[config.mk]
export PLATFORM = sky130hd
export DESIGN_NAME = sgan_autoneg_regs
export DESIGN_NICKNAME = d
export VERILOG_FILES = /design/src/logic/sgan_pkg.sv /design/src/logic/sgan_autoneg_regs.sv /design/src/logic/sgan_mdio_slave.sv /design/src/logic/sgan_reset_ctrl.sv
export SDC_FILE = /design/constraint.sdc
export NUM_CORES = 1
export LEC_CHECK = 0
export BUFFER_PORTS_ARGS = -buffer_cell sky130_fd_sc_hd__buf_2
export CORE_MARGIN = 2
export CORE_UTILIZATION = 45
export CTS_BUF_LIST = sky130_fd_sc_hd__clkbuf_4
export CTS_CLUSTER_SIZE = 28
export DETAILED_ROUTE_END_ITERATION = 8
export PLACE_DENSITY_LB_ADDON = 0.3
export SLEW_MARGIN = 30
export SYNTH_ARGS = -nofsm -noshare
export SYNTH_HDL_FRONTEND = slang
export SYNTH_SLANG_ARGS = --single-unit
[constraint.sdc]
create_clock -name core_clk -period 1.9 [get_ports core_clk]
set_clock_uncertainty 0.05 [all_clocks]
set_input_delay 0 -clock core_clk [delete_from_list [all_inputs] [get_ports core_clk]]
set_output_delay 0 -clock core_clk [all_outputs]
set_load 0.01 [all_outputs]
[src/logic/sgan_pkg.sv]
/*
 * Shared constants and types for the auto-negotiation management
 * register bank: register addresses, field positions, reset values,
 * management frame codes and the word layouts exchanged with the
 * auto-negotiation state machine.
 * Assumes a single core clock domain and 16-bit management registers.
 */
package sgan_pkg;

    // Register addresses on the management interface
    localparam logic [4:0] REG_ADVERT = 5'h04;
    localparam logic [4:0] REG_PARTNER = 5'h05;
    localparam logic [4:0] REG_EXPANSION = 5'h06;
    localparam logic [4:0] REG_NP_TX = 5'h07;
    localparam logic [4:0] REG_NP_RX = 5'h08;

    // Link word field positions, shared by advertisement and partner words
    localparam int LW_LINK_BIT = 15;
    localparam int LW_ACK_BIT = 14;
    localparam int LW_DUPLEX_BIT = 12;
    localparam int LW_SPEED_LO = 10;
    localparam int LW_ONE_BIT = 0;

    // Expansion register fields
    localparam int EXP_PAGE_RX_BIT = 1;
    localparam int EXP_NP_ABLE_BIT = 2;

    // Reset and fixed values
    localparam logic [15:0] ADVERT_MAC_VALUE = 16'h0001;
    localparam logic [15:0] ZERO_WORD = 16'h0000;
    localparam logic [10:0] NP_CODE_NULL = 11'h001;

    // Management frame codes and bit counts
    localparam logic [1:0] MDIO_OP_READ = 2'h2;
    localparam logic [1:0] MDIO_OP_WRITE = 2'h1;
    localparam logic [4:0] MDIO_HDR_LAST = 5'h0B;
    localparam logic [4:0] MDIO_WR_LAST = 5'h11;
    localparam logic [4:0] MDIO_RD_RELEASE = 5'h12;

    // Speed coding, 11 is reserved
    typedef enum logic [1:0] {
        SPEED_10M = 2'h0,
        SPEED_100M = 2'h1,
        SPEED_1G = 2'h2,
        SPEED_RSVD = 2'h3
    } sgan_speed_t;

    // Base page link word
    typedef struct packed {
        logic link;
        logic ack;
        logic duplex;
        sgan_speed_t speed;
    } sgan_link_word_t;

    localparam sgan_link_word_t LINK_WORD_ZERO = '{link: 1'b0, ack: 1'b0, duplex: 1'b0, speed: SPEED_10M};
    localparam sgan_link_word_t PARTNER_RESET = '{link: 1'b1, ack: 1'b0, duplex: 1'b0, speed: SPEED_10M};

    // Next page word, field order matches the 16-bit register layout
    typedef struct packed {
        logic nextPage;
        logic ack;
        logic msgPage;
        logic comply;
        logic toggle;
        logic [10:0] code;
    } sgan_np_word_t;

    localparam sgan_np_word_t NP_TX_RESET = '{nextPage: 1'b0, ack: 1'b0, msgPage: 1'b0, comply: 1'b0,
                                             toggle: 1'b0, code: NP_CODE_NULL};
    localparam sgan_np_word_t NP_RX_RESET = '{nextPage: 1'b0, ack: 1'b0, msgPage: 1'b0, comply: 1'b0,
                                             toggle: 1'b0, code: 11'h000};

    // One management access, rd and wr are single-cycle pulses
    typedef struct packed {
        logic rd;
        logic wr;
        logic [4:0] addr;
        logic [15:0] data;
    } sgan_mgmt_req_t;

    // Places a link word in its 16-bit register image, bit 0 reads one
    function automatic logic [15:0] sgan_pack_link(input sgan_link_word_t w);
        logic [15:0] v;
        v = ZERO_WORD;
        v[LW_LINK_BIT] = w.link;
        v[LW_ACK_BIT] = w.ack;
        v[LW_DUPLEX_BIT] = w.duplex;
        v[LW_SPEED_LO +: 2] = w.speed;
        v[LW_ONE_BIT] = 1'b1;
        return v;
    endfunction

    // Extracts the writable link fields from a 16-bit image
    function automatic sgan_link_word_t sgan_unpack_link(input logic [15:0] v);
        sgan_link_word_t w;
        w.link = v[LW_LINK_BIT];
        w.ack = v[LW_ACK_BIT];
        w.duplex = v[LW_DUPLEX_BIT];
        w.speed = sgan_speed_t'(v[LW_SPEED_LO +: 2]);
        return w;
    endfunction

endpackage

[src/logic/sgan_autoneg_regs.sv]
/*
 * Auto-negotiation management registers 4 to 8: advertisement,
 * partner ability, expansion, next-page transmit and receive, behind a
 * serial management slave.
 * Assumes the auto-negotiation state machine consumes advertWord and
 * npTxWord and supplies partner words and page events as one-cycle
 * pulses synchronous to core_clk.
 */
// How it works
// - MAC mode advertisement reads fixed 0x0001
// - PHY mode configuration port also loads advertisement fields
// - PHY mode bit 15 writable link, default 0
// - PHY mode bit 14 writable acknowledge, default 0
// - PHY mode duplex and speed writable, default 0
// - Advertisement bits 13, 9:1 zero; bit 0 one
// - Partner register reports received word, link default 1
// - Partner bits 13, 9:1 zero; bit 0 one
// - Page received flag sets, clears on read
// - Expansion bit 2 one, bit 1 page received, others zero
// - Next-page bit 15 writable; bit 14 zero
// - Message page and comply bits writable
// - Toggle bit alternates per sent page, from zero
// - Code field writable, defaults to null message
// - Next-page transmit reads zero without support
// - Next-page receive holds partner page, default zero
// - Hard reset, lock loss, soft reset restore defaults
module sgan_autoneg_regs
    import sgan_pkg::*;
#(
    parameter bit PHY_MODE = 1'b0,
    parameter bit NEXT_PAGE_EN = 1'b0
) (
    input wire logic core_clk,
    input wire logic arst_n,
    input wire logic mdc,
    input wire logic mdioIn,
    output logic mdioOut,
    output logic mdioOe,
    input wire logic [4:0] phyAddr,
    input wire logic clockManagerLocked,
    input wire logic softReset,
    input wire logic anCfgValid,
    input wire sgan_link_word_t anCfgWord,
    output logic [15:0] advertWord,
    input wire logic partnerValid,
    input wire sgan_link_word_t partnerWord,
    input wire logic pageReceived,
    output sgan_np_word_t npTxWord,
    input wire logic npTxSent,
    input wire logic npRxValid,
    input wire sgan_np_word_t npRxWord
);

    sgan_mgmt_req_t req;
    logic regClear;
    logic [15:0] rdData_r;
    logic [15:0] rdData_nxt;
    sgan_link_word_t advert_r;
    sgan_link_word_t partner_r;
    logic pageRx_r;
    sgan_np_word_t npTx_r;
    sgan_np_word_t npRx_r;
    logic [15:0] advertImage;
    logic [15:0] expImage;

    // Combined synchronous clear
    sgan_reset_ctrl u_reset (
        .core_clk(core_clk),
        .arst_n(arst_n),
        .clockManagerLocked(clockManagerLocked),
        .softReset(softReset),
        .regClear(regClear)
    );

    // Management frame engine
    sgan_mdio_slave u_mdio (
        .core_clk(core_clk),
        .arst_n(arst_n),
        .mdc(mdc),
        .mdioIn(mdioIn),
        .phyAddr(phyAddr),
        .rdData(rdData_r),
        .req(req),
        .mdioOut(mdioOut),
        .mdioOe(mdioOe)
    );

    // Advertisement storage, used only in PHY mode
    always_ff @(posedge core_clk or negedge arst_n) begin
        if (!arst_n) begin
            advert_r <= LINK_WORD_ZERO;
        end else if (regClear) begin
            advert_r <= LINK_WORD_ZERO;
        end else if (PHY_MODE) begin
            if (req.wr && req.addr == REG_ADVERT) begin
                advert_r <= sgan_unpack_link(req.data);
            end else if (anCfgValid) begin
                advert_r <= anCfgWord;
            end
        end
    end

    // Register image, fixed in MAC mode
    assign advertImage = PHY_MODE ? sgan_pack_link(advert_r) : ADVERT_MAC_VALUE;
    assign advertWord = advertImage;

    // Partner ability captured from the received base page
    always_ff @(posedge core_clk or negedge arst_n) begin
        if (!arst_n) begin
            partner_r <= PARTNER_RESET;
        end else if (regClear) begin
            partner_r <= PARTNER_RESET;
        end else if (partnerValid) begin
            partner_r <= partnerWord;
        end
    end

    // Page received flag, a new page wins over the clearing read
    always_ff @(posedge core_clk or negedge arst_n) begin
        if (!arst_n) begin
            pageRx_r <= 1'b0;
        end else if (regClear) begin
            pageRx_r <= 1'b0;
        end else if (pageReceived) begin
            pageRx_r <= 1'b1;
        end else if (req.rd && req.addr == REG_EXPANSION) begin
            pageRx_r <= 1'b0;
        end
    end

    // Expansion image
    always_comb begin
        expImage = ZERO_WORD;
        expImage[EXP_NP_ABLE_BIT] = 1'b1;
        expImage[EXP_PAGE_RX_BIT] = pageRx_r;
    end

    // Next-page transmit word and its toggle
    always_ff @(posedge core_clk or negedge arst_n) begin
        if (!arst_n) begin
            npTx_r <= NP_TX_RESET;
        end else if (regClear) begin
            npTx_r <= NP_TX_RESET;
        end else begin
            if (req.wr && req.addr == REG_NP_TX) begin
                npTx_r.nextPage <= req.data[15];
                npTx_r.msgPage <= req.data[13];
                npTx_r.comply <= req.data[12];
                npTx_r.code <= req.data[10:0];
            end
            if (npTxSent) begin
                npTx_r.toggle <= !npTx_r.toggle;
            end
        end
    end

    assign npTxWord = npTx_r;

    // Next-page receive word from the partner
    always_ff @(posedge core_clk or negedge arst_n) begin
        if (!arst_n) begin
            npRx_r <= NP_RX_RESET;
        end else if (regClear) begin
            npRx_r <= NP_RX_RESET;
        end else if (npRxValid) begin
            npRx_r <= npRxWord;
        end
    end

    // Read multiplexer, unmapped addresses return zero
    always_comb begin
        case (req.addr)
            REG_ADVERT: rdData_nxt = advertImage;
            REG_PARTNER: rdData_nxt = sgan_pack_link(partner_r);
            REG_EXPANSION: rdData_nxt = expImage;
            REG_NP_TX: rdData_nxt = NEXT_PAGE_EN ? npTx_r : ZERO_WORD;
            REG_NP_RX: rdData_nxt = npRx_r;
            default: rdData_nxt = ZERO_WORD;
        endcase
    end

    // Read data captured on the read request
    always_ff @(posedge core_clk or negedge arst_n) begin
        if (!arst_n) begin
            rdData_r <= ZERO_WORD;
        end else if (req.rd) begin
            rdData_r <= rdData_nxt;
        end
    end

endmodule

[src/logic/sgan_mdio_slave.sv]
/*
 * Serial management slave: decodes clause-22 style frames on mdc and
 * mdio, issues one-cycle read and write requests, and shifts read data
 * out after the turnaround.
 * Assumes mdc and mdioIn are synchronous to core_clk and that mdc is
 * much slower than core_clk; preamble may be suppressed.
 */
module sgan_mdio_slave
    import sgan_pkg::*;
(
    input wire logic core_clk,
    input wire logic arst_n,
    input wire logic mdc,
    input wire logic mdioIn,
    input wire logic [4:0] phyAddr,
    input wire logic [15:0] rdData,
    output sgan_mgmt_req_t req,
    output logic mdioOut,
    output logic mdioOe
);

    typedef enum logic [2:0] {
        ST_IDLE = 3'b000,
        ST_HDR = 3'b001,
        ST_WR = 3'b010,
        ST_RD = 3'b011
    } sgan_mdio_state_t;

    sgan_mdio_state_t state_r;
    logic mdcPrev_r;
    logic [15:0] sr_r;
    logic [16:0] outSr_r;
    logic [4:0] cnt_r;
    logic [4:0] regAddr_r;
    logic mine_r;
    sgan_mgmt_req_t req_r;
    logic mdioOut_r;
    logic mdioOe_r;
    logic mdcRise;
    logic mdcFall;
    logic [11:0] hdr;

    // Edge detection on the management clock
    always_ff @(posedge core_clk or negedge arst_n) begin
        if (!arst_n) begin
            mdcPrev_r <= 1'b0;
        end else begin
            mdcPrev_r <= mdc;
        end
    end

    assign mdcRise = mdc && !mdcPrev_r;
    assign mdcFall = !mdc && mdcPrev_r;
    assign hdr = {sr_r[10:0], mdioIn};

    // Frame sequencer
    always_ff @(posedge core_clk or negedge arst_n) begin
        if (!arst_n) begin
            state_r <= ST_IDLE;
            sr_r <= 16'hFFFF;
            outSr_r <= 17'h00000;
            cnt_r <= 5'h00;
            regAddr_r <= 5'h00;
            mine_r <= 1'b0;
            req_r <= '0;
            mdioOut_r <= 1'b0;
            mdioOe_r <= 1'b0;
        end else begin
            req_r.rd <= 1'b0;
            req_r.wr <= 1'b0;
            case (state_r)
                ST_IDLE: begin
                    if (mdcRise) begin
                        sr_r <= {sr_r[14:0], mdioIn};
                        cnt_r <= 5'h00;
                        if (!sr_r[0] && mdioIn) begin  // Start code 01
                            state_r <= ST_HDR;
                        end
                    end
                end
                ST_HDR: begin
                    if (mdcRise) begin
                        sr_r <= {sr_r[14:0], mdioIn};
                        cnt_r <= cnt_r + 5'h01;
                        if (cnt_r == MDIO_HDR_LAST) begin
                            cnt_r <= 5'h00;
                            regAddr_r <= hdr[4:0];
                            mine_r <= (hdr[9:5] == phyAddr) && (hdr[11:10] == MDIO_OP_WRITE);
                            if ((hdr[9:5] == phyAddr) && (hdr[11:10] == MDIO_OP_READ)) begin
                                req_r.rd <= 1'b1;
                                req_r.addr <= hdr[4:0];
                                state_r <= ST_RD;
                            end else begin
                                state_r <= ST_WR;  // Own write, or skip a foreign frame
                            end
                        end
                    end
                end
                ST_WR: begin
                    if (mdcRise) begin
                        sr_r <= {sr_r[14:0], mdioIn};
                        cnt_r <= cnt_r + 5'h01;
                        if (cnt_r == MDIO_WR_LAST) begin
                            req_r.wr <= mine_r;
                            req_r.addr <= regAddr_r;
                            req_r.data <= {sr_r[14:0], mdioIn};
                            sr_r <= 16'hFFFF;
                            state_r <= ST_IDLE;
                        end
                    end
                end
                ST_RD: begin
                    if (mdcFall) begin
                        cnt_r <= cnt_r + 5'h01;
                        if (cnt_r == 5'h00) begin
                            outSr_r <= {1'b0, rdData};  // Turnaround zero, then data
                        end else if (cnt_r == MDIO_RD_RELEASE) begin
                            mdioOe_r <= 1'b0;
                            sr_r <= 16'hFFFF;
                            state_r <= ST_IDLE;
                        end else begin
                            mdioOut_r <= outSr_r[16];
                            mdioOe_r <= 1'b1;
                            outSr_r <= {outSr_r[15:0], 1'b0};
                        end
                    end
                end
                default: begin
                    state_r <= ST_IDLE;
                end
            endcase
        end
    end

    assign req = req_r;
    assign mdioOut = mdioOut_r;
    assign mdioOe = mdioOe_r;

endmodule

[src/logic/sgan_reset_ctrl.sv]
/*
 * Combines the clock-manager lock input and the soft reset pulse into
 * one synchronous clear for the register bank.
 * Assumes both inputs are synchronous to core_clk.
 */
module sgan_reset_ctrl
    import sgan_pkg::*;
(
    input wire logic core_clk,
    input wire logic arst_n,
    input wire logic clockManagerLocked,
    input wire logic softReset,
    output logic regClear
);

    logic clear_r;

    // Clear held while lock is lost, one cycle per soft reset pulse
    always_ff @(posedge core_clk or negedge arst_n) begin
        if (!arst_n) begin
            clear_r <= 1'b1;
        end else begin
            clear_r <= !clockManagerLocked || softReset;
        end
    end

    assign regClear = clear_r;

endmodule

# Word level (Yosys, flattened, before mapping)
# Index checks and enable logic that the tools add are counted.
# word_totals
register_bits,126
out_inout_bits,34
# op_classes
addsub,1
n_bitwise,2
n_mux,52
n_eq_ne,26
n_reduce_logical,33
# op_table
op,count
15-bit two-way mux,6
16-bit case mux with 4 select lines,1
5-bit two-way mux,10
15-bit case mux with 3 select lines,1
22-bit two-way mux,2
17-bit two-way mux,2
16-bit two-way mux,2
3-bit two-way mux,9
"2-bit by 1-bit != test with 1-bit output, second input constant",11
"5-bit by 3-bit equality test with 1-bit output, second input constant",4
5-bit case mux with 4 select lines,1
14-bit two-way mux,1
1-bit two-way mux,13
3-bit case mux with 4 select lines,1
3-bit AND reduction,4
6-bit AND reduction,2
11-bit two-way mux,1
"5-bit by 4-bit equality test with 1-bit output, second input constant",2
"5-bit equality test, second input constant",2
5-bit case mux with 2 select lines,1
2-bit nonzero test,5
9-bit AND reduction,1
1-bit logical AND,7
"3-bit by 2-bit equality test with 1-bit output, second input constant",2
17 further kinds,23

# Depth between registers and ports, before layout
# logic_depth
word_depth,6
depth_mapped,8
ltp_nobuf,7

# Hierarchy
# A second synthesis with hierarchy kept.
# unflattened
hier_cells,507
area_unflattened_um2,5708.0
# by_module_without_submodules
mod,area_each_um2,instances,seq_area_each_um2,cells_each
sgan_mdio_slave,3236.9,1,1795.5,267
sgan_autoneg_regs,2438.6,1,1328.8,238
sgan_reset_ctrl,32.5,1,26.3,2

# Worst setup path before layout
# No wires, ideal clock.
# synth_path
kind,register -> register
start,register u_mdio.state_r[1]
end,register u_mdio.req_r (netlist bit u_mdio.req[16])
arrival_time_ns,1.761
period_less_slack_ns,1.936
path_stages_with_launch,8
setup_slack_ns,-0.036
cell_sequence,dfrtp_1 > inv_1 > ha_1 > inv_1 > o221ai_2 > and3b_1 > buf_6 > mux2_4
# synth_via
elab_chain_len,3
# synth_rtl
element,line,rtl
from (decl),sgan_mdio_slave.sv:29,sgan_mdio_state_t state_r;
from (signal assigned),sgan_mdio_slave.sv:59,state_r <= ST_IDLE;
from (signal assigned),sgan_mdio_slave.sv:77,state_r <= ST_HDR;
from (signal assigned),sgan_mdio_slave.sv:92,state_r <= ST_RD;
3-bit by 2-bit equality test with 1-bit output / 3-bit by 1-bit equality test with 1-bit output (equally long branches),sgan_mdio_slave.sv:71,case (state_r)
2-bit by 1-bit != test with 1-bit output (no line) / 2-bit nonzero test (equally long branches),-,
6-bit AND reduction (no line),-,
to (decl),sgan_mdio_slave.sv:36,sgan_mgmt_req_t req_r;
# Several ways; a longest one is shown, not always the timed one.
# A chain may end at the register's enable or synchronous reset.

# Worst setup path after layout
# layout_path
start,register u_mdio.state_r[1]
end,register u_mdio.sr_r[2]
# layout_via
elab_chain_len,4
# layout_rtl
element,line,rtl
3-bit by 1-bit equality test with 1-bit output / 3-bit zero test (equally long branches),sgan_mdio_slave.sv:71,
2-bit OR reduction (no line),-,
2-bit by 1-bit != test with 1-bit output (no line) / 3-bit nonzero test (equally long branches),-,
6-bit AND reduction (no line),-,
to (signal assigned),sgan_mdio_slave.sv:74,"sr_r <= {sr_r[14:0], mdioIn};"
to (signal assigned),sgan_mdio_slave.sv:83,"sr_r <= {sr_r[14:0], mdioIn};"
to (signal assigned),sgan_mdio_slave.sv:101,"sr_r <= {sr_r[14:0], mdioIn};"
to (decl),sgan_mdio_slave.sv:31,logic [15:0] sr_r;
# Several ways; a longest one is shown, not always the timed one.

==> results.cfg <==
[yosys]
postSynthCellCount = 524
yosysTopAreaCell = dfrtp_1
synth_top_area_frac = 0.461
yosysSeqAreaShare = 0.544
async_reset_ff_frac = 1.00
synth_area_per_cell_um2 = 10.9
synth_adder_area_share = 0.0198
synth_edf_count = 0
synthSimpleGateAreaFrac = 0.131
ys_warn_count = 0
ys_seq_elements = 123
synth_ff_type = dfrtp_1
synthXorXnorAreaFrac = 0.00615
synth_compound_area_frac = 0.0950
yosysMostFrequentCell = dfrtp_1
ys_top_cells_by_count = 105 x dfrtp_1, 57 x nor2_1, 50 x mux2i_1, 47 x nand2_1, 43 x o21ai_0
synth_top_family_by_area = multiplexers
ys_types = 51
netlist_area_um2 = 5700
yosys-mux-area-fraction = 0.140
ys_top_cells_by_area = dfrtp_1 46%, mux2i_1 8.8%, dfstp_2 8.3%, o21ai_0 3.8%, mux2_2 3.8%

[clock_tree]
htreeDepth = 4
root_buffer = clkbuf_4
cts_tree = built
clk_pin_slew_ns = 0.11
clockBufferDepth = 2
cts_sinks = 123
cts_buffers = 17
clk-insertion-delay-late_ns = 0.52

[global_route]
grt_use_total = 0.196
antenna_found_initial = 0
grt_start_max_net_pins = 105
grt_pass1_vias = 4328
grt_pass1_wl_um = 20600
grt_overflow = 0

[detailed_routing]
drt_iter0_drc = 307
remaining_drc_errors = 0
drtAntennaViolNets = 0
vias = 4287
dr.pass1.iters = 4
post_drt_wl_per_cell_um = 15.0
routed_via_density = 5.03
wl_um = 12800

[critical_path]
worst_ep_required_time_ns = 2.31
worstPathArrival_ns = 2.34
crit_type = flop to flop
crit_path_start_kind = flop
end_kind = flop
cp_max_fo = 8

[timing]
setup_viol = 9
period_minus_slack_ns = 1.93
tightest_slew_ns = 0.536
fin_ws_ns = -0.0280
hold_viol_final = 0
timing.final.max_slew_violations = 0
fmax_mhz = 519
slew_headroom = 0.643
period_share = 1.01
rsz0062_at_grt = true

[placement]
place.gp.congestion = 0.848
post-place-ws_ns = -0.0626
dp_cells = 751
placed_area_um2 = 6280
io_buffer_count = 52
post-dp-hpwl_um = 7910

[die]
die-area_um2 = 13600
initial_utilization = 0.455
coreArea_um2 = 12500
fp.dieW_um = 117
std_cell_rows = 41
die_height_um = 117
ios = 76

[status]
outcome = finished, violations left
violations = negative setup slack

[worst_hold_path]
hp-class = input pin to async pin

[cells_and_area]
area_delta_synth_final_pct = 28.7
finalNonFillerCells = 852
drive_gt1_frac = 0.293
final_net_count = 718
diodes = 0
utilization = 0.586
fin_area_um2 = 7340

[pwr]
power_density_nw_per_um2 = 1130
p_leak_nw = 3.42
vdd_drop_max_uv = 867

[flow_run]
maxCapViolations = 0
-- power breakdown --
| group | leakage (nW) | switching (mW) | internal [mW] |
|---|---|---|---|
| Clock | 0.141 | 0.973 | 0.753 |
| Sequential | 1.62 | 0.325 | 3.07 |
| Combinational | 1.66 | 1.57 | 1.58 |
-- logic make-up (layout without fill, tap and decap cells) --
logic type	Yosys count	count (layout)
fa+ha+maj	9	9
simple gates	156	156
other cells	2	17
buf+inv	70	211
xor+xnor	4	4
mux	75	75
flops	123	123
compound gates	85	85
-- sequential cells by signal, summed over array words and instances, names as in the netlist --
register and cells:
partner_r 5, u_mdio.mdcPrev_r 1, u_mdio.req 21, u_mdio.cnt_r 5, u_mdio.outSr_r 17, u_mdio.mdioOe 1, u_mdio.sr_r 15, npRx_r 16
u_mdio.regAddr_r 5, pageRx_r 1, rdData_r 16, u_reset.regClear 1, u_mdio.state_r 2, npTxWord 15, u_mdio.mdioOut 1, u_mdio.mine_r 1
-- per-stage QoR --
stage / power, mW / setup TNS [ns] / hold slack [ns]
5_1_grt: 8.79 / -1.81 / 0.0683
2_1_floorplan: 5.01 / -0.179 / -0.346
4_1_cts: 7.83 / -0.0819 / 0.0539
3_3_place_gp: 5.76 / 0 / -0.151
3_5_place_dp: 5.87 / -0.368 / -0.141
6_report: 8.27 / -0.127 / 0.0573
-- final cells by class --
| class | instances | area [um^2] |
|---|---|---|
| Multi-Input combinational cell | 346 | 2430 |
| Clock buffer | 17 | 128 |
| Fill cell | 1075 | 5180 |
| Sequential cell | 123 | 3100 |
| Inverter | 26 | 97.6 |
| Tap cell | 172 | 215 |
| Clock inverter | 15 | 133 |
| Timing Repair Buffer | 153 | 1230 |
-- placed cells by master (no fill, tap or decap), types with 4 or more instances in the layout --
master	count
a21oi_1	8
a22oi_1	6
buf_12	4
buf_2	51
buf_4	38
clkbuf_4	17
clkinv_1	4
clkinv_2	5
conb_1	17
dfrtp_1	105
dfstp_2	18
dlygate4sd3_1	55
ha_1	4
inv_1	26
mux2_2	19
mux2_4	5
mux2i_1	50
nand2_1	47
nand2b_1	8
nand3_1	12
nor2_1	56
nor2b_1	5
o21ai_0	31
o21ai_1	6
o21ai_2	6
o22ai_1	8
-- critical path, stage by stage (launching register included) --
cell and delay [ns]:
dfrtp_1 0.40, inv_1 0.10, buf_4 0.16, ha_2 0.21, a2111oi_4 0.26, buf_4 0.19, o21bai_4 0.09, clkbuf_16 0.20
nor3_2 0.15, a21oi_1 0.06
-- path summary, 6_finish.rpt --
kind / start / end / slack, ns / cells past startpoint
max in group asynchronous: arst_n / u_mdio.sr_r[4] / 1.30 / 3
worst max-delay path: u_mdio.state_r[1] / u_mdio.sr_r[2] / -0.03 / 9
min in group core_clk: mdc / u_mdio.mdcPrev_r / 0.15 / 2
worst min-delay path: arst_n / u_mdio.outSr_r[4] / 0.06 / 3
worst max register to register: u_mdio.state_r[1] / u_mdio.sr_r[2] / -0.03 / 9
worst min register to register: u_mdio.sr_r[14] / u_mdio.sr_r[14] / 0.43 / 2
-- metal layers --
layer / vias up / part of all wire / wire [um] / global-route usage
li1: 2044 / - / - / -
met1: 2098 / 0.42 / 5420 / 0.240
met2: 115 / 0.51 / 6540 / 0.331
met3: 30 / 0.040 / 514 / 0.0477
met4: 0 / 0.022 / 287 / 0.0824
met5: - / 0 / 0 / 0
-- repair_timing --
item	CTS	global route
cloned	0	2
hold buffers	56	0
hold endpoints to repair	155	0
setup endpoints to repair	9	52
pin swaps	3	7
setup buffers	5	6
gates resized for setup	9	34
No activity file was read; power rests on OpenSTA's default activity.
